--- config.mk ---
export PLATFORM = sky130hd
export DESIGN_NAME = rcc_top
export DESIGN_NICKNAME = d
export VERILOG_FILES = /design/src/rtl/rcc_pkg.sv /design/src/rtl/rcc_top.sv /design/src/rtl/rcc_xpoint.sv
export VERILOG_INCLUDE_DIRS = /design/src /design/src/rtl
export SDC_FILE = /design/constraint.sdc
export NUM_CORES = 1
export LEC_CHECK = 0
export ABC_AREA = 1
export BUFFER_PORTS_ARGS = -buffer_cell sky130_fd_sc_hd__buf_2
export CAP_MARGIN = 20
export CORE_MARGIN = 2
export CORE_UTILIZATION = 30
export DETAILED_ROUTE_END_ITERATION = 8
export GPL_TIMING_DRIVEN = 0
export PLACE_DENSITY = 0.48
export SLEW_MARGIN = 0
export SYNTH_ARGS = -nofsm -noshare
export SYNTH_HDL_FRONTEND = slang
export SYNTH_SLANG_ARGS = --single-unit
--- constraint.sdc ---
create_clock -name mclk -period 4.7 [get_ports mclk]
set_input_delay 0.705 -clock mclk [delete_from_list [all_inputs] [get_ports mclk]]
set_output_delay 0.705 -clock mclk [all_outputs]
set_load 0.05 [all_outputs]
--- src/rtl/rcc_defs.svh ---
// register offsets, field positions, reset values and strap constants
// assumes inclusion by bare name from the design files only
`ifndef RCC_DEFS_SVH
`define RCC_DEFS_SVH

`define RCC_REG_CTRL_SRC 8'h05
`define RCC_REG_ROUTE 8'h06
`define RCC_REG_CH_EQ 8'h10
`define RCC_REG_CH_GAIN 8'h11
`define RCC_REG_CH_SD 8'h12
`define RCC_REG_CH_STAT 8'h13
`define RCC_REG_QUAD_SEL 8'hFF

`define RCC_CTRL_SRC_BIT 1
`define RCC_QUAD_SEL_LSB 4
`define RCC_QUAD_SEL_MSB 5
`define RCC_QUAD_ONE 2'h1
`define RCC_QUAD_ZERO 2'h0

`define RCC_QUAD_SEL_RST 8'h00
`define RCC_CTRL_SRC_RST 1'h0
`define RCC_ROUTE_RST 4'h0
`define RCC_CH_EQ_RST 7'h00
`define RCC_CH_GAIN_RST 6'h00
`define RCC_CH_SD_RST 2'h0

`define RCC_SLAVE_BASE 7'h18
`define RCC_SLAVE_TOP 7'h27

`endif

--- src/rtl/rcc_pkg.sv ---
// types shared by the configuration block and its cross-point cells
// assumes nothing of its surroundings
package rcc_pkg;

   typedef enum logic [1:0] {
      ROUTE_STRAIGHT,
      ROUTE_MUX,
      ROUTE_FANOUT,
      ROUTE_CROSS
   } rcc_route_e;

   typedef enum logic [3:0] {
      ST_IDLE,
      ST_ADDR,
      ST_ADDR_ACK,
      ST_REG,
      ST_REG_ACK,
      ST_WDATA,
      ST_WDATA_ACK,
      ST_RDATA,
      ST_RDATA_ACK
   } rcc_state_e;

endpackage

--- src/rtl/rcc_top.sv ---
// repeater configuration: smbus slave, shared and channel registers,
// cross-point routing, signal-detect gating and strap address latch
// assumes scl, sda and pins are already synchronous to mclk
`timescale 1ns/1ps
`include "rcc_defs.svh"

// What this block does
// - four 2x2 cross-points on adjacent channel pairs
// - routes: straight, mux, fanout, crossover
// - shared 0x05 bit1 picks pin or register control
// - pin control needs the bit in both quads
// - 0xFF bits 5:4 pick the shared quad
// - first pin drives pairs 0-1, 4-5; second others
// - signal detect enables path, no signal powers off
// - auto detect after reset, registers can override
// - coarse and fine 3-bit boost per channel
// - per-channel coarse stage bypass
// - 2-bit bandwidth field per channel
// - high or low wideband gain per channel
// - 3-bit driver gain field per channel
// - straps sampled once after reset, then latched
// - each strap four levels, sixteen addresses
// - address is 0x18 plus 4*upper plus lower
module rcc_top (
   input wire logic mclk,
   input wire logic rst_n,
   input wire logic scl,
   input wire logic sda_in,
   output logic sda_out,
   output logic sda_oe_n,
   input wire logic [1:0] id_strap_upper,
   input wire logic [1:0] id_strap_lower,
   input wire logic route_select_first,
   input wire logic route_select_second,
   input wire logic [7:0] sig_det,
   input wire logic [7:0] ch_in,
   output logic [7:0] ch_out,
   output logic [7:0] path_en,
   output logic [23:0] eq_coarse_boost,
   output logic [23:0] eq_fine_boost,
   output logic [7:0] eq_coarse_bypass,
   output logic [15:0] eq_bandwidth,
   output logic [7:0] eq_high_gain,
   output logic [23:0] drv_gain,
   output logic [6:0] slave_addr,
   output logic addr_latched
);

   ////////////////////////////////////////////////////////////////////////////
   // strap latch

   logic [6:0] slave_addr_reg;
   logic latched_reg;

   // captured by a clock edge after release, never by the reset itself
   always_ff @(posedge mclk or negedge rst_n) begin
      if (!rst_n) begin
         slave_addr_reg <= `RCC_SLAVE_BASE;
         latched_reg <= 1'b0;
      end else if (!latched_reg) begin
         slave_addr_reg <= `RCC_SLAVE_BASE + {3'h0, id_strap_upper, id_strap_lower};
         latched_reg <= 1'b1;
      end
   end

   assign slave_addr = slave_addr_reg;
   assign addr_latched = latched_reg;

   ////////////////////////////////////////////////////////////////////////////
   // smbus line sampling

   logic scl_q;
   logic sda_q;
   logic scl_rise;
   logic scl_fall;
   logic bus_start;
   logic bus_stop;

   always_ff @(posedge mclk or negedge rst_n) begin
      if (!rst_n) begin
         scl_q <= 1'b1;
         sda_q <= 1'b1;
      end else begin
         scl_q <= scl;
         sda_q <= sda_in;
      end
   end

   assign scl_rise = scl & ~scl_q;
   assign scl_fall = ~scl & scl_q;
   assign bus_start = scl & scl_q & sda_q & ~sda_in;
   assign bus_stop = scl & scl_q & ~sda_q & sda_in;

   ////////////////////////////////////////////////////////////////////////////
   // smbus slave state machine

   rcc_pkg::rcc_state_e state_reg;
   logic [7:0] shift_reg;
   logic [7:0] ptr_reg;
   logic [2:0] cnt_reg;
   logic byte_full_reg;
   logic rw_reg;
   logic drive_reg;
   logic [7:0] rd_data;
   logic wr_en;

   assign wr_en = (state_reg == rcc_pkg::ST_WDATA) && scl_fall && byte_full_reg;

   always_ff @(posedge mclk or negedge rst_n) begin
      if (!rst_n) begin
         state_reg <= rcc_pkg::ST_IDLE;
         shift_reg <= 8'h00;
         ptr_reg <= 8'h00;
         cnt_reg <= 3'h0;
         byte_full_reg <= 1'b0;
         rw_reg <= 1'b0;
         drive_reg <= 1'b0;
      end else if (bus_start) begin
         state_reg <= rcc_pkg::ST_ADDR;
         cnt_reg <= 3'h0;
         byte_full_reg <= 1'b0;
         drive_reg <= 1'b0;
      end else if (bus_stop) begin
         state_reg <= rcc_pkg::ST_IDLE;
         drive_reg <= 1'b0;
      end else begin
         unique case (state_reg)
            rcc_pkg::ST_IDLE: begin
            end
            rcc_pkg::ST_ADDR, rcc_pkg::ST_REG, rcc_pkg::ST_WDATA: begin
               if (scl_rise) begin
                  shift_reg <= {shift_reg[6:0], sda_in};
                  cnt_reg <= cnt_reg + 3'h1;
                  byte_full_reg <= (cnt_reg == 3'h7);
               end else if (scl_fall && byte_full_reg) begin
                  byte_full_reg <= 1'b0;
                  if (state_reg == rcc_pkg::ST_ADDR) begin
                     if (latched_reg && shift_reg[7:1] == slave_addr_reg) begin
                        rw_reg <= shift_reg[0];
                        drive_reg <= 1'b1;
                        state_reg <= rcc_pkg::ST_ADDR_ACK;
                     end else begin
                        state_reg <= rcc_pkg::ST_IDLE;
                     end
                  end else if (state_reg == rcc_pkg::ST_REG) begin
                     ptr_reg <= shift_reg;
                     drive_reg <= 1'b1;
                     state_reg <= rcc_pkg::ST_REG_ACK;
                  end else begin
                     ptr_reg <= ptr_reg + 8'h01;
                     drive_reg <= 1'b1;
                     state_reg <= rcc_pkg::ST_WDATA_ACK;
                  end
               end
            end
            rcc_pkg::ST_ADDR_ACK: begin
               if (scl_fall) begin
                  cnt_reg <= 3'h0;
                  if (rw_reg) begin
                     shift_reg <= {rd_data[6:0], 1'b0};
                     drive_reg <= ~rd_data[7];
                     ptr_reg <= ptr_reg + 8'h01;
                     state_reg <= rcc_pkg::ST_RDATA;
                  end else begin
                     drive_reg <= 1'b0;
                     state_reg <= rcc_pkg::ST_REG;
                  end
               end
            end
            rcc_pkg::ST_REG_ACK, rcc_pkg::ST_WDATA_ACK: begin
               if (scl_fall) begin
                  cnt_reg <= 3'h0;
                  drive_reg <= 1'b0;
                  state_reg <= rcc_pkg::ST_WDATA;
               end
            end
            rcc_pkg::ST_RDATA: begin
               if (scl_fall) begin
                  if (cnt_reg == 3'h7) begin
                     drive_reg <= 1'b0;
                     state_reg <= rcc_pkg::ST_RDATA_ACK;
                  end else begin
                     drive_reg <= ~shift_reg[7];
                     shift_reg <= {shift_reg[6:0], 1'b0};
                     cnt_reg <= cnt_reg + 3'h1;
                  end
               end
            end
            rcc_pkg::ST_RDATA_ACK: begin
               if (scl_rise) begin
                  byte_full_reg <= ~sda_in;
               end else if (scl_fall) begin
                  byte_full_reg <= 1'b0;
                  cnt_reg <= 3'h0;
                  if (byte_full_reg) begin
                     shift_reg <= {rd_data[6:0], 1'b0};
                     drive_reg <= ~rd_data[7];
                     ptr_reg <= ptr_reg + 8'h01;
                     state_reg <= rcc_pkg::ST_RDATA;
                  end else begin
                     state_reg <= rcc_pkg::ST_IDLE;
                  end
               end
            end
         endcase
      end
   end

   // open drain: only ever pulls low
   assign sda_out = 1'b0;
   assign sda_oe_n = ~drive_reg;

   ////////////////////////////////////////////////////////////////////////////
   // register file

   logic [7:0] quad_sel_reg;
   logic [1:0] ctrl_src_reg;
   logic [3:0] route_reg [2];
   logic [6:0] ch_eq_reg [8];
   logic [5:0] ch_gain_reg [8];
   logic [1:0] ch_sd_reg [8];
   logic [1:0] quad_code;
   logic quad_valid;
   logic quad_idx;
   logic [2:0] ch_idx;

   assign quad_code = quad_sel_reg[`RCC_QUAD_SEL_MSB:`RCC_QUAD_SEL_LSB];
   assign quad_valid = (quad_code == `RCC_QUAD_ZERO) || (quad_code == `RCC_QUAD_ONE);
   assign quad_idx = (quad_code == `RCC_QUAD_ONE);
   assign ch_idx = {quad_idx, quad_sel_reg[1:0]};

   always_ff @(posedge mclk or negedge rst_n) begin
      if (!rst_n) begin
         quad_sel_reg <= `RCC_QUAD_SEL_RST;
      end else if (wr_en && ptr_reg == `RCC_REG_QUAD_SEL) begin
         quad_sel_reg <= shift_reg;
      end
   end

   // quad select must be written first; an unmapped quad swallows the write
   always_ff @(posedge mclk or negedge rst_n) begin
      if (!rst_n) begin
         ctrl_src_reg <= {2{`RCC_CTRL_SRC_RST}};
         route_reg[0] <= `RCC_ROUTE_RST;
         route_reg[1] <= `RCC_ROUTE_RST;
      end else if (wr_en && quad_valid) begin
         if (ptr_reg == `RCC_REG_CTRL_SRC) begin
            ctrl_src_reg[quad_idx] <= shift_reg[`RCC_CTRL_SRC_BIT];
         end
         if (ptr_reg == `RCC_REG_ROUTE) begin
            route_reg[quad_idx] <= shift_reg[3:0];
         end
      end
   end

   always_ff @(posedge mclk or negedge rst_n) begin
      if (!rst_n) begin
         for (int i = 0; i < 8; i++) begin
            ch_eq_reg[i] <= `RCC_CH_EQ_RST;
            ch_gain_reg[i] <= `RCC_CH_GAIN_RST;
            ch_sd_reg[i] <= `RCC_CH_SD_RST;
         end
      end else if (wr_en && quad_valid) begin
         if (ptr_reg == `RCC_REG_CH_EQ) begin
            ch_eq_reg[ch_idx] <= shift_reg[6:0];
         end
         if (ptr_reg == `RCC_REG_CH_GAIN) begin
            ch_gain_reg[ch_idx] <= shift_reg[5:0];
         end
         if (ptr_reg == `RCC_REG_CH_SD) begin
            ch_sd_reg[ch_idx] <= shift_reg[1:0];
         end
      end
   end

   always_comb begin
      rd_data = 8'h00;
      if (ptr_reg == `RCC_REG_QUAD_SEL) begin
         rd_data = quad_sel_reg;
      end else if (quad_valid) begin
         case (ptr_reg)
            `RCC_REG_CTRL_SRC: rd_data = {6'h00, ctrl_src_reg[quad_idx], 1'b0};
            `RCC_REG_ROUTE: rd_data = {4'h0, route_reg[quad_idx]};
            `RCC_REG_CH_EQ: rd_data = {1'b0, ch_eq_reg[ch_idx]};
            `RCC_REG_CH_GAIN: rd_data = {2'h0, ch_gain_reg[ch_idx]};
            `RCC_REG_CH_SD: rd_data = {6'h00, ch_sd_reg[ch_idx]};
            `RCC_REG_CH_STAT: rd_data = {6'h00, path_en[ch_idx], sig_det[ch_idx]};
            default: rd_data = 8'h00;
         endcase
      end
   end

   ////////////////////////////////////////////////////////////////////////////
   // analog control fields and signal-detect gating

   always_comb begin
      for (int i = 0; i < 8; i++) begin
         eq_coarse_boost[i*3 +: 3] = ch_eq_reg[i][2:0];
         eq_fine_boost[i*3 +: 3] = ch_eq_reg[i][5:3];
         eq_coarse_bypass[i] = ch_eq_reg[i][6];
         eq_bandwidth[i*2 +: 2] = ch_gain_reg[i][1:0];
         eq_high_gain[i] = ch_gain_reg[i][2];
         drv_gain[i*3 +: 3] = ch_gain_reg[i][5:3];
      end
   end

   logic [7:0] path_en_reg;

   always_ff @(posedge mclk or negedge rst_n) begin
      if (!rst_n) begin
         path_en_reg <= 8'h00;
      end else begin
         for (int i = 0; i < 8; i++) begin
            path_en_reg[i] <= ch_sd_reg[i][0] ? ch_sd_reg[i][1] : sig_det[i];
         end
      end
   end

   assign path_en = path_en_reg;

   ////////////////////////////////////////////////////////////////////////////
   // cross-points

   logic pin_mode;
   logic [7:0] gated_in;
   rcc_pkg::rcc_route_e pair_mode [4];

   assign pin_mode = ctrl_src_reg[0] & ctrl_src_reg[1];
   assign gated_in = ch_in & path_en_reg;

   always_comb begin
      for (int p = 0; p < 4; p++) begin
         if (pin_mode) begin
            // pin low keeps the pair straight, pin high crosses it
            if ((p % 2 == 0) ? route_select_first : route_select_second) begin
               pair_mode[p] = rcc_pkg::ROUTE_CROSS;
            end else begin
               pair_mode[p] = rcc_pkg::ROUTE_STRAIGHT;
            end
         end else begin
            pair_mode[p] = rcc_pkg::rcc_route_e'(route_reg[p / 2][(p % 2) * 2 +: 2]);
         end
      end
   end

   for (genvar g = 0; g < 4; g++) begin : g_pair
      rcc_xpoint u_xpoint (
         .mclk(mclk),
         .rst_n(rst_n),
         .mode(pair_mode[g]),
         .in_a(gated_in[2 * g]),
         .in_b(gated_in[2 * g + 1]),
         .out_a(ch_out[2 * g]),
         .out_b(ch_out[2 * g + 1])
      );
   end
endmodule // rcc_top

--- src/rtl/rcc_xpoint.sv ---
// one 2x2 cross-point between an adjacent channel pair, registered outputs
// assumes mode and inputs synchronous to mclk
`timescale 1ns/1ps

module rcc_xpoint (
   input wire logic mclk,
   input wire logic rst_n,
   input wire rcc_pkg::rcc_route_e mode,
   input wire logic in_a,
   input wire logic in_b,
   output logic out_a,
   output logic out_b
);

   always_ff @(posedge mclk or negedge rst_n) begin
      if (!rst_n) begin
         out_a <= 1'b0;
         out_b <= 1'b0;
      end else begin
         unique case (mode)
            rcc_pkg::ROUTE_STRAIGHT: begin
               out_a <= in_a;
               out_b <= in_b;
            end
            rcc_pkg::ROUTE_MUX: begin
               // unused output held quiet rather than left toggling
               out_a <= in_b;
               out_b <= 1'b0;
            end
            rcc_pkg::ROUTE_FANOUT: begin
               out_a <= in_a;
               out_b <= in_a;
            end
            rcc_pkg::ROUTE_CROSS: begin
               out_a <= in_b;
               out_b <= in_a;
            end
         endcase
      end
   end
endmodule // rcc_xpoint

* Yosys cells after proc, flatten, opt, wreduce, memory -nomap -nowiden
Index checks and enable logic that the tools add are counted.
** Cells by class
- Reductions and logical operators :: 47
- $lt $le $gt $ge :: 7
- Add/subtract/negate cells :: 3
- Equal/unequal tests :: 58
- Muxes and demuxes :: 122
- Bitwise logic cells :: 21
** Operators by type and width (count)
- $mux 8 :: 18
- $mux 4 :: 15
- $bwmux 56 :: 1
- $bwmux 48 :: 1
- $ne 4x4->1 const B :: 11
- $pmux 7 s6 :: 1
- $eq 8x5->1 const B :: 4
- $mux 1 :: 32
- $pmux 8 s4 :: 1
- $mux 7 :: 4
- $mux 3 :: 9
- $reduce_or 2->1 :: 13
- $ne 2x2->1 const B :: 12
- $pmux 8 s3 :: 1
- $mux 2 :: 11
- $reduce_and 11->1 :: 2
- $bmux 7 s3 :: 1
- $demux 7 s3 :: 1
- $pmux 4 s5 :: 1
- $bmux 6 s3 :: 1
- $demux 6 s3 :: 1
- $mux 6 :: 3
- $bwmux 16 :: 1
- $eq 2x2->1 const B :: 8
- 51 further kinds :: 105
** Word-level totals
- Register bits :: 190
- Input bits :: 26
- Output and inout port bits :: 130
- Word-level logic and storage cells :: 306

* Depth between registers and ports, before layout
- Depth in word-level cells :: 15
- Mapped depth :: 14
- Gate-level depth less buffers :: 13

* Hierarchy
From an unflattened synthesis, not the netlist that was laid out.
** Second synthesis, totals
- Cells, all modules :: 1290
- Area total of the unflattened synthesis :: 9699.3 sq um
** By module, submodules not included
- rcc_top :: area an instance 9389.0 sq um, cells an instance 1254, seq. area each 4508.1 sq um, times used 1
- rcc_xpoint :: area an instance 77.6 sq um, cells an instance 9, seq. area each 50.0 sq um, times used 4

* Worst setup path before layout
OpenSTA, ideal clock, no wires.
- Path type :: input to register
- From :: input port scl
- To :: register shift_reg[1]
- Stages on the path :: 10
- Arrival :: 1.983 ns
- Path buffers :: 1
- Data required time :: 4.578 ns
- Path slack :: 2.595 ns
- Library setup time :: 0.122 ns
- Cell sequence :: ha_1 > inv_1 > nor3_2 > nor2_2 > o211ai_1 > nor2_1 > nand4_2 > buf_6 > a21oi_1 > a21oi_1
** On the way
- Word-level cells in the longest chain between the ends :: 5
- Elaborated cells on any way between the ends :: 16
- Classes of those cells :: 5 x eq/ne; 10 x bitwise; 1 x reduce/logical
** RTL lines
- start: declaration :: RTL line rcc_top.sv:27 : input wire logic scl,
- $and 1x1->1 :: RTL line rcc_top.sv:91, rcc_top.sv:92
- $and 1x1->1 (on tied branches) (2 in a row) :: RTL line rcc_top.sv:92, rcc_top.sv:91
- $not 1->1 (no source line)
- $reduce_and 11->1 (no source line) (*)
- end signal: assignment :: RTL line rcc_top.sv:132 : shift_reg <= {shift_reg[6:0], sda_in};
- end signal: assignment :: RTL line rcc_top.sv:160 : shift_reg <= {rd_data[6:0], 1'b0};
- end signal: assignment :: RTL line rcc_top.sv:184 : shift_reg <= {shift_reg[6:0], 1'b0};
- end: declaration :: RTL line rcc_top.sv:98 : logic [7:0] shift_reg;
Mark *: on every way between the ends. The rest lies on a longest branch, timed or not.
A chain may end at the register's enable or synchronous reset.

* Worst setup path in the final report
- From :: register quad_sel_reg[4]
- To :: register shift_reg[7]
** On the way
- Word-level cells in the longest chain between the ends :: 12
- Elaborated cells on any way between the ends :: 16
- Classes of those cells :: 1 x eq/ne; 12 x mux; 1 x bitwise; 2 x reduce/logical
** RTL lines
- start: declaration :: RTL line rcc_top.sv:216 : logic [7:0] quad_sel_reg;
- start signal: assignment :: RTL line rcc_top.sv:234 : quad_sel_reg <= `RCC_QUAD_SEL_RST;
- start signal: assignment :: RTL line rcc_top.sv:236 : quad_sel_reg <= shift_reg;
- $eq 2x1->1 (no source line)
- $not 3->4 (not written as such) :: RTL line rcc_top.sv:284 : `RCC_REG_CH_EQ: rd_data = {1'b0, ch_eq_reg[ch_idx]};
- $bmux 7 s3 :: RTL line rcc_top.sv:284
- $mux 7 (not written as such) (2 in a row) :: RTL line rcc_top.sv:284
- $pmux 7 s6 :: RTL line rcc_top.sv:281 : case (ptr_reg)
- $mux 7 (*) :: RTL line rcc_top.sv:280 : end else if (quad_valid) begin
- $mux 8 (*) :: RTL line rcc_top.sv:278 : if (ptr_reg == `RCC_REG_QUAD_SEL) begin
- $mux 8 :: RTL line rcc_top.sv:195 : if (byte_full_reg) begin
- $mux 8 :: RTL line rcc_top.sv:192 : end else if (scl_fall) begin
- $mux 8 :: RTL line rcc_top.sv:190 : if (scl_rise) begin
- $pmux 8 s4 (*) :: RTL line rcc_top.sv:127 : unique case (state_reg)
- end signal: assignment :: RTL line rcc_top.sv:132
- end signal: assignment :: RTL line rcc_top.sv:184
- end signal: assignment :: RTL line rcc_top.sv:196 : shift_reg <= {rd_data[6:0], 1'b0};
Mark *: on every way between the ends. The rest lies on a longest branch, timed or not. The select of a mux whose other input is x is not followed.

==> impl_metrics.csv <==
group,metric,value,unit
logic_synthesis,synth_top_area_share,48.0,%
floorplanning,fp.dieH,183,um
clock_tree,clock-sinks,188,
finish,layout-drive-gt1-share,17.9,%
floorplanning,start_util,30.5,%
route,wirelength,34800,um
route,drcViolationCount,0,
route,drtIter0Drc,694,
grt,grt_overflow,0,
critical_path,startpoint_type,"flip-flop",
sta,hold_viol_final,0,
run,cap_violations,0,
pwr,ir_worst_vdd,0.240,mV
logic_synthesis,synth_compound_area_share,14.9,%
logic_synthesis,syn_area,0.00965,mm^2
critical_path,crit_fanout,8,
logic_synthesis,synth.area.mux_share,0.467,%
grt,gr-usage-all-layers,21.1,%
outcome,outcome,"finished clean",
grt,grt_max_degree,76,
logic_synthesis,synthArstFlopShare,100,%
sta,holdWs,0.171,ns
logic_synthesis,synthSimpleGateAreaFrac,27.4,%
pwr,power_density,391,mW/mm^2
finish,final_core_util,36.6,%
place,portBuffers,153,
grt,grt_pass1_wl,53000,um
logic_synthesis,seq_area_frac_synth,48.8,%
sta,timing.fmax,372,MHz
logic_synthesis,synth_top_family_by_area,"simple AND/OR/NAND/NOR gates",
floorplanning,fp.dieArea,0.0336,mm^2
floorplanning,core_area,0.0316,mm^2
sta,skew,0.0185,ns
clock_tree,post_cts_buffers,0,
logic_synthesis,synth-edff-count,0,
logic_synthesis,synth_flop_cell,"dfrtp_1",
logic_synthesis,ys_ff_latch,188,
finish,nets,1484,
place,routabilityCongestion,0.846,
route,firstDrtPassIters,5,
clock_tree,clock_latency,0.46,ns
grt,antenna_found_initial,1,
sta,slew_viol_final,0,
route,viasPerCell,4.91,
sta,finalCriticalPeriod,2.69,ns
critical_path,crit_end,"shift_reg[7]$_DFFE_PN0P_",
logic_synthesis,synthXorXnorAreaFrac,0.454,%
grt,grt_pass1_vias,8679,
critical_path,critPathLaunch,"quad_sel_reg[4]$_DFFE_PN0P_",
clock_tree,numCtsBuffers,17,
critical_path,rrSetupSlack,2.01,ns
critical_path,cp-end-kind,"flip-flop",
route,wl_per_cell,18.7,um
sta,finalSetupViolations,0,
sta,min_period_over_period,57.2,%
logic_synthesis,synth_top_area_cell,"dfrtp_1",
clock_tree,cts-htree-levels,4,
critical_path,cp.required,5.07,ns
critical_path,cp.arrival,3.06,ns
clock_tree,cts_resized,0,
worst_hold_path,min_path_type,"in2async",
logic_synthesis,synthAdderAreaFrac,1.17,%
logic_synthesis,synth_most_common_cell,"nand2_1",
sta,rsz0062_at_grt,"no",
route,ant_nets,0,
logic_synthesis,yosysWarnings,0,
logic_synthesis,netlist_top_cells_area,"dfrtp_1 (48%), nand2_1 (21%), o21ai_0 (10%), inv_1 (2.6%), nor2_1 (2.4%)",
clock_tree,postCtsHoldBufs,0,
logic_synthesis,syn-instance-count,1274,
finish,area_growth,20.1,%
clock_tree,clockRootBuffer,"clkbuf_16",
place,dp_hpwl,26000,um
sta,worst_pin_slew,0.875,ns
floorplanning,rows,65,
clock_tree,cts_max_path_buffers,2,
logic_synthesis,synthTopCellsByCount,"nand2_1 (535), o21ai_0 (193), dfrtp_1 (185)",
floorplanning,io_pins,156,
floorplanning,die_x,183,um
clock_tree,cts_tree,"yes",
critical_path,ff2ff_path_depth,10,
clock_tree,path_clk_slew,0.08,ns
critical_path,r2r_start,"quad_sel_reg[4]$_DFFE_PN0P_",
critical_path,r2r-end,"shift_reg[7]$_DFFE_PN0P_",
logic_synthesis,avgSynthCellArea,7.57,um^2
sta,slew_headroom,41.7,%
pwr,leakagePower,5.91,nW
logic_synthesis,synthDistinctLibCells,46,
critical_path,path_class,"reg2reg",
route,via_count,9149,
-- critical path, stage by stage (launching register included) --
cell      delay [ns]
dfrtp_1         0.33
buf_2           0.20
inv_1           0.14
nor2_1          0.37
nand2_1         0.28
nor2_1          0.52
nand2_1         0.10
nand4_1         0.13
o21ai_0         0.18
a21o_1          0.23
a21boi_1        0.13
-- cells by family after synthesis --
kind of cell / count (synthesis)
other: 2
buffers and inverters: 135
XOR/XNOR: 5
adder cells (fa/ha/maj): 9
flip-flops: 188
AO/OA/AOI/OAI: 273
AND/OR/NAND/NOR: 658
multiplexers: 4
-- placed cells by master, fill, tap and decap left out, drive strengths merged, types with 6 or more instances in the layout --
master  count
buf       196
nand4       6
clkbuf     45
a21oi      41
nor3       14
dfrtp     185
o21ai     207
a21boi      9
inv        74
ha          9
nand2     537
nor2       68
nand3      26
-- power breakdown --
group	switching, mW	leakage, nW	total [mW]	internal, mW
Combinational	0.861	3.08	1.19	0.329
Sequential	0.0978	2.53	1.82	1.72
Clock	0.708	0.290	1.52	0.814
Total	1.67	5.91	4.53	2.87
-- metrics by stage --
step	instances	setup TNS (ns)	setup WS, ns	power, mW	area (um^2)
finish	1865	0	2.01	4.53	11600
global route	1864	0	1.99	4.81	11600
CTS	1864	0	2.14	4.57	11600
detailed placement	1832	0	1.98	3.05	11000
global placement	1830	-85.66	-0.481	3.03	10900
floorplan	1275	0	2.59	2.63	9650
-- per-layer routing --
metal  up-vias  global-route usage [%]  part of all wire (%)
met5         -                       0                     0
met4         0                    5.50                   1.7
met3        36                    4.19                   6.3
met2       309                    31.7                    44
met1      4368                    30.9                    48
li1       4436                       -                     -
-- final cells by class --
class,instances,area (um^2)
Tap cell,402,503
Inverter,68,255
Sequential cell,188,4710
Clock buffer,19,443
Buffer,67,390
Timing Repair Buffer,155,831
Antenna cell,1,2.50
Fill cell,3418,20000
Multi-Input combinational cell,952,4300
Clock inverter,13,154
-- worst min path at each step --
stage | end | start | slack (ns)
5_1_grt | eq_fine_boost[22]$_DFFE_PN0P_ | rst_n | 0.19
3_3_place_gp | quad_sel_reg[6]$_DFFE_PN0P_ | quad_sel_reg[6]$_DFFE_PN0P_ | 0.46
6_report | eq_fine_boost[22]$_DFFE_PN0P_ | rst_n | 0.17
4_1_cts | eq_fine_boost[23]$_DFFE_PN0P_ | rst_n | 0.18
3_5_place_dp | quad_sel_reg[6]$_DFFE_PN0P_ | quad_sel_reg[6]$_DFFE_PN0P_ | 0.47
2_1_floorplan | addr_latched$_DFF_PN0_ | rst_n | 0.41
Power figures use the tool's default switching activity.
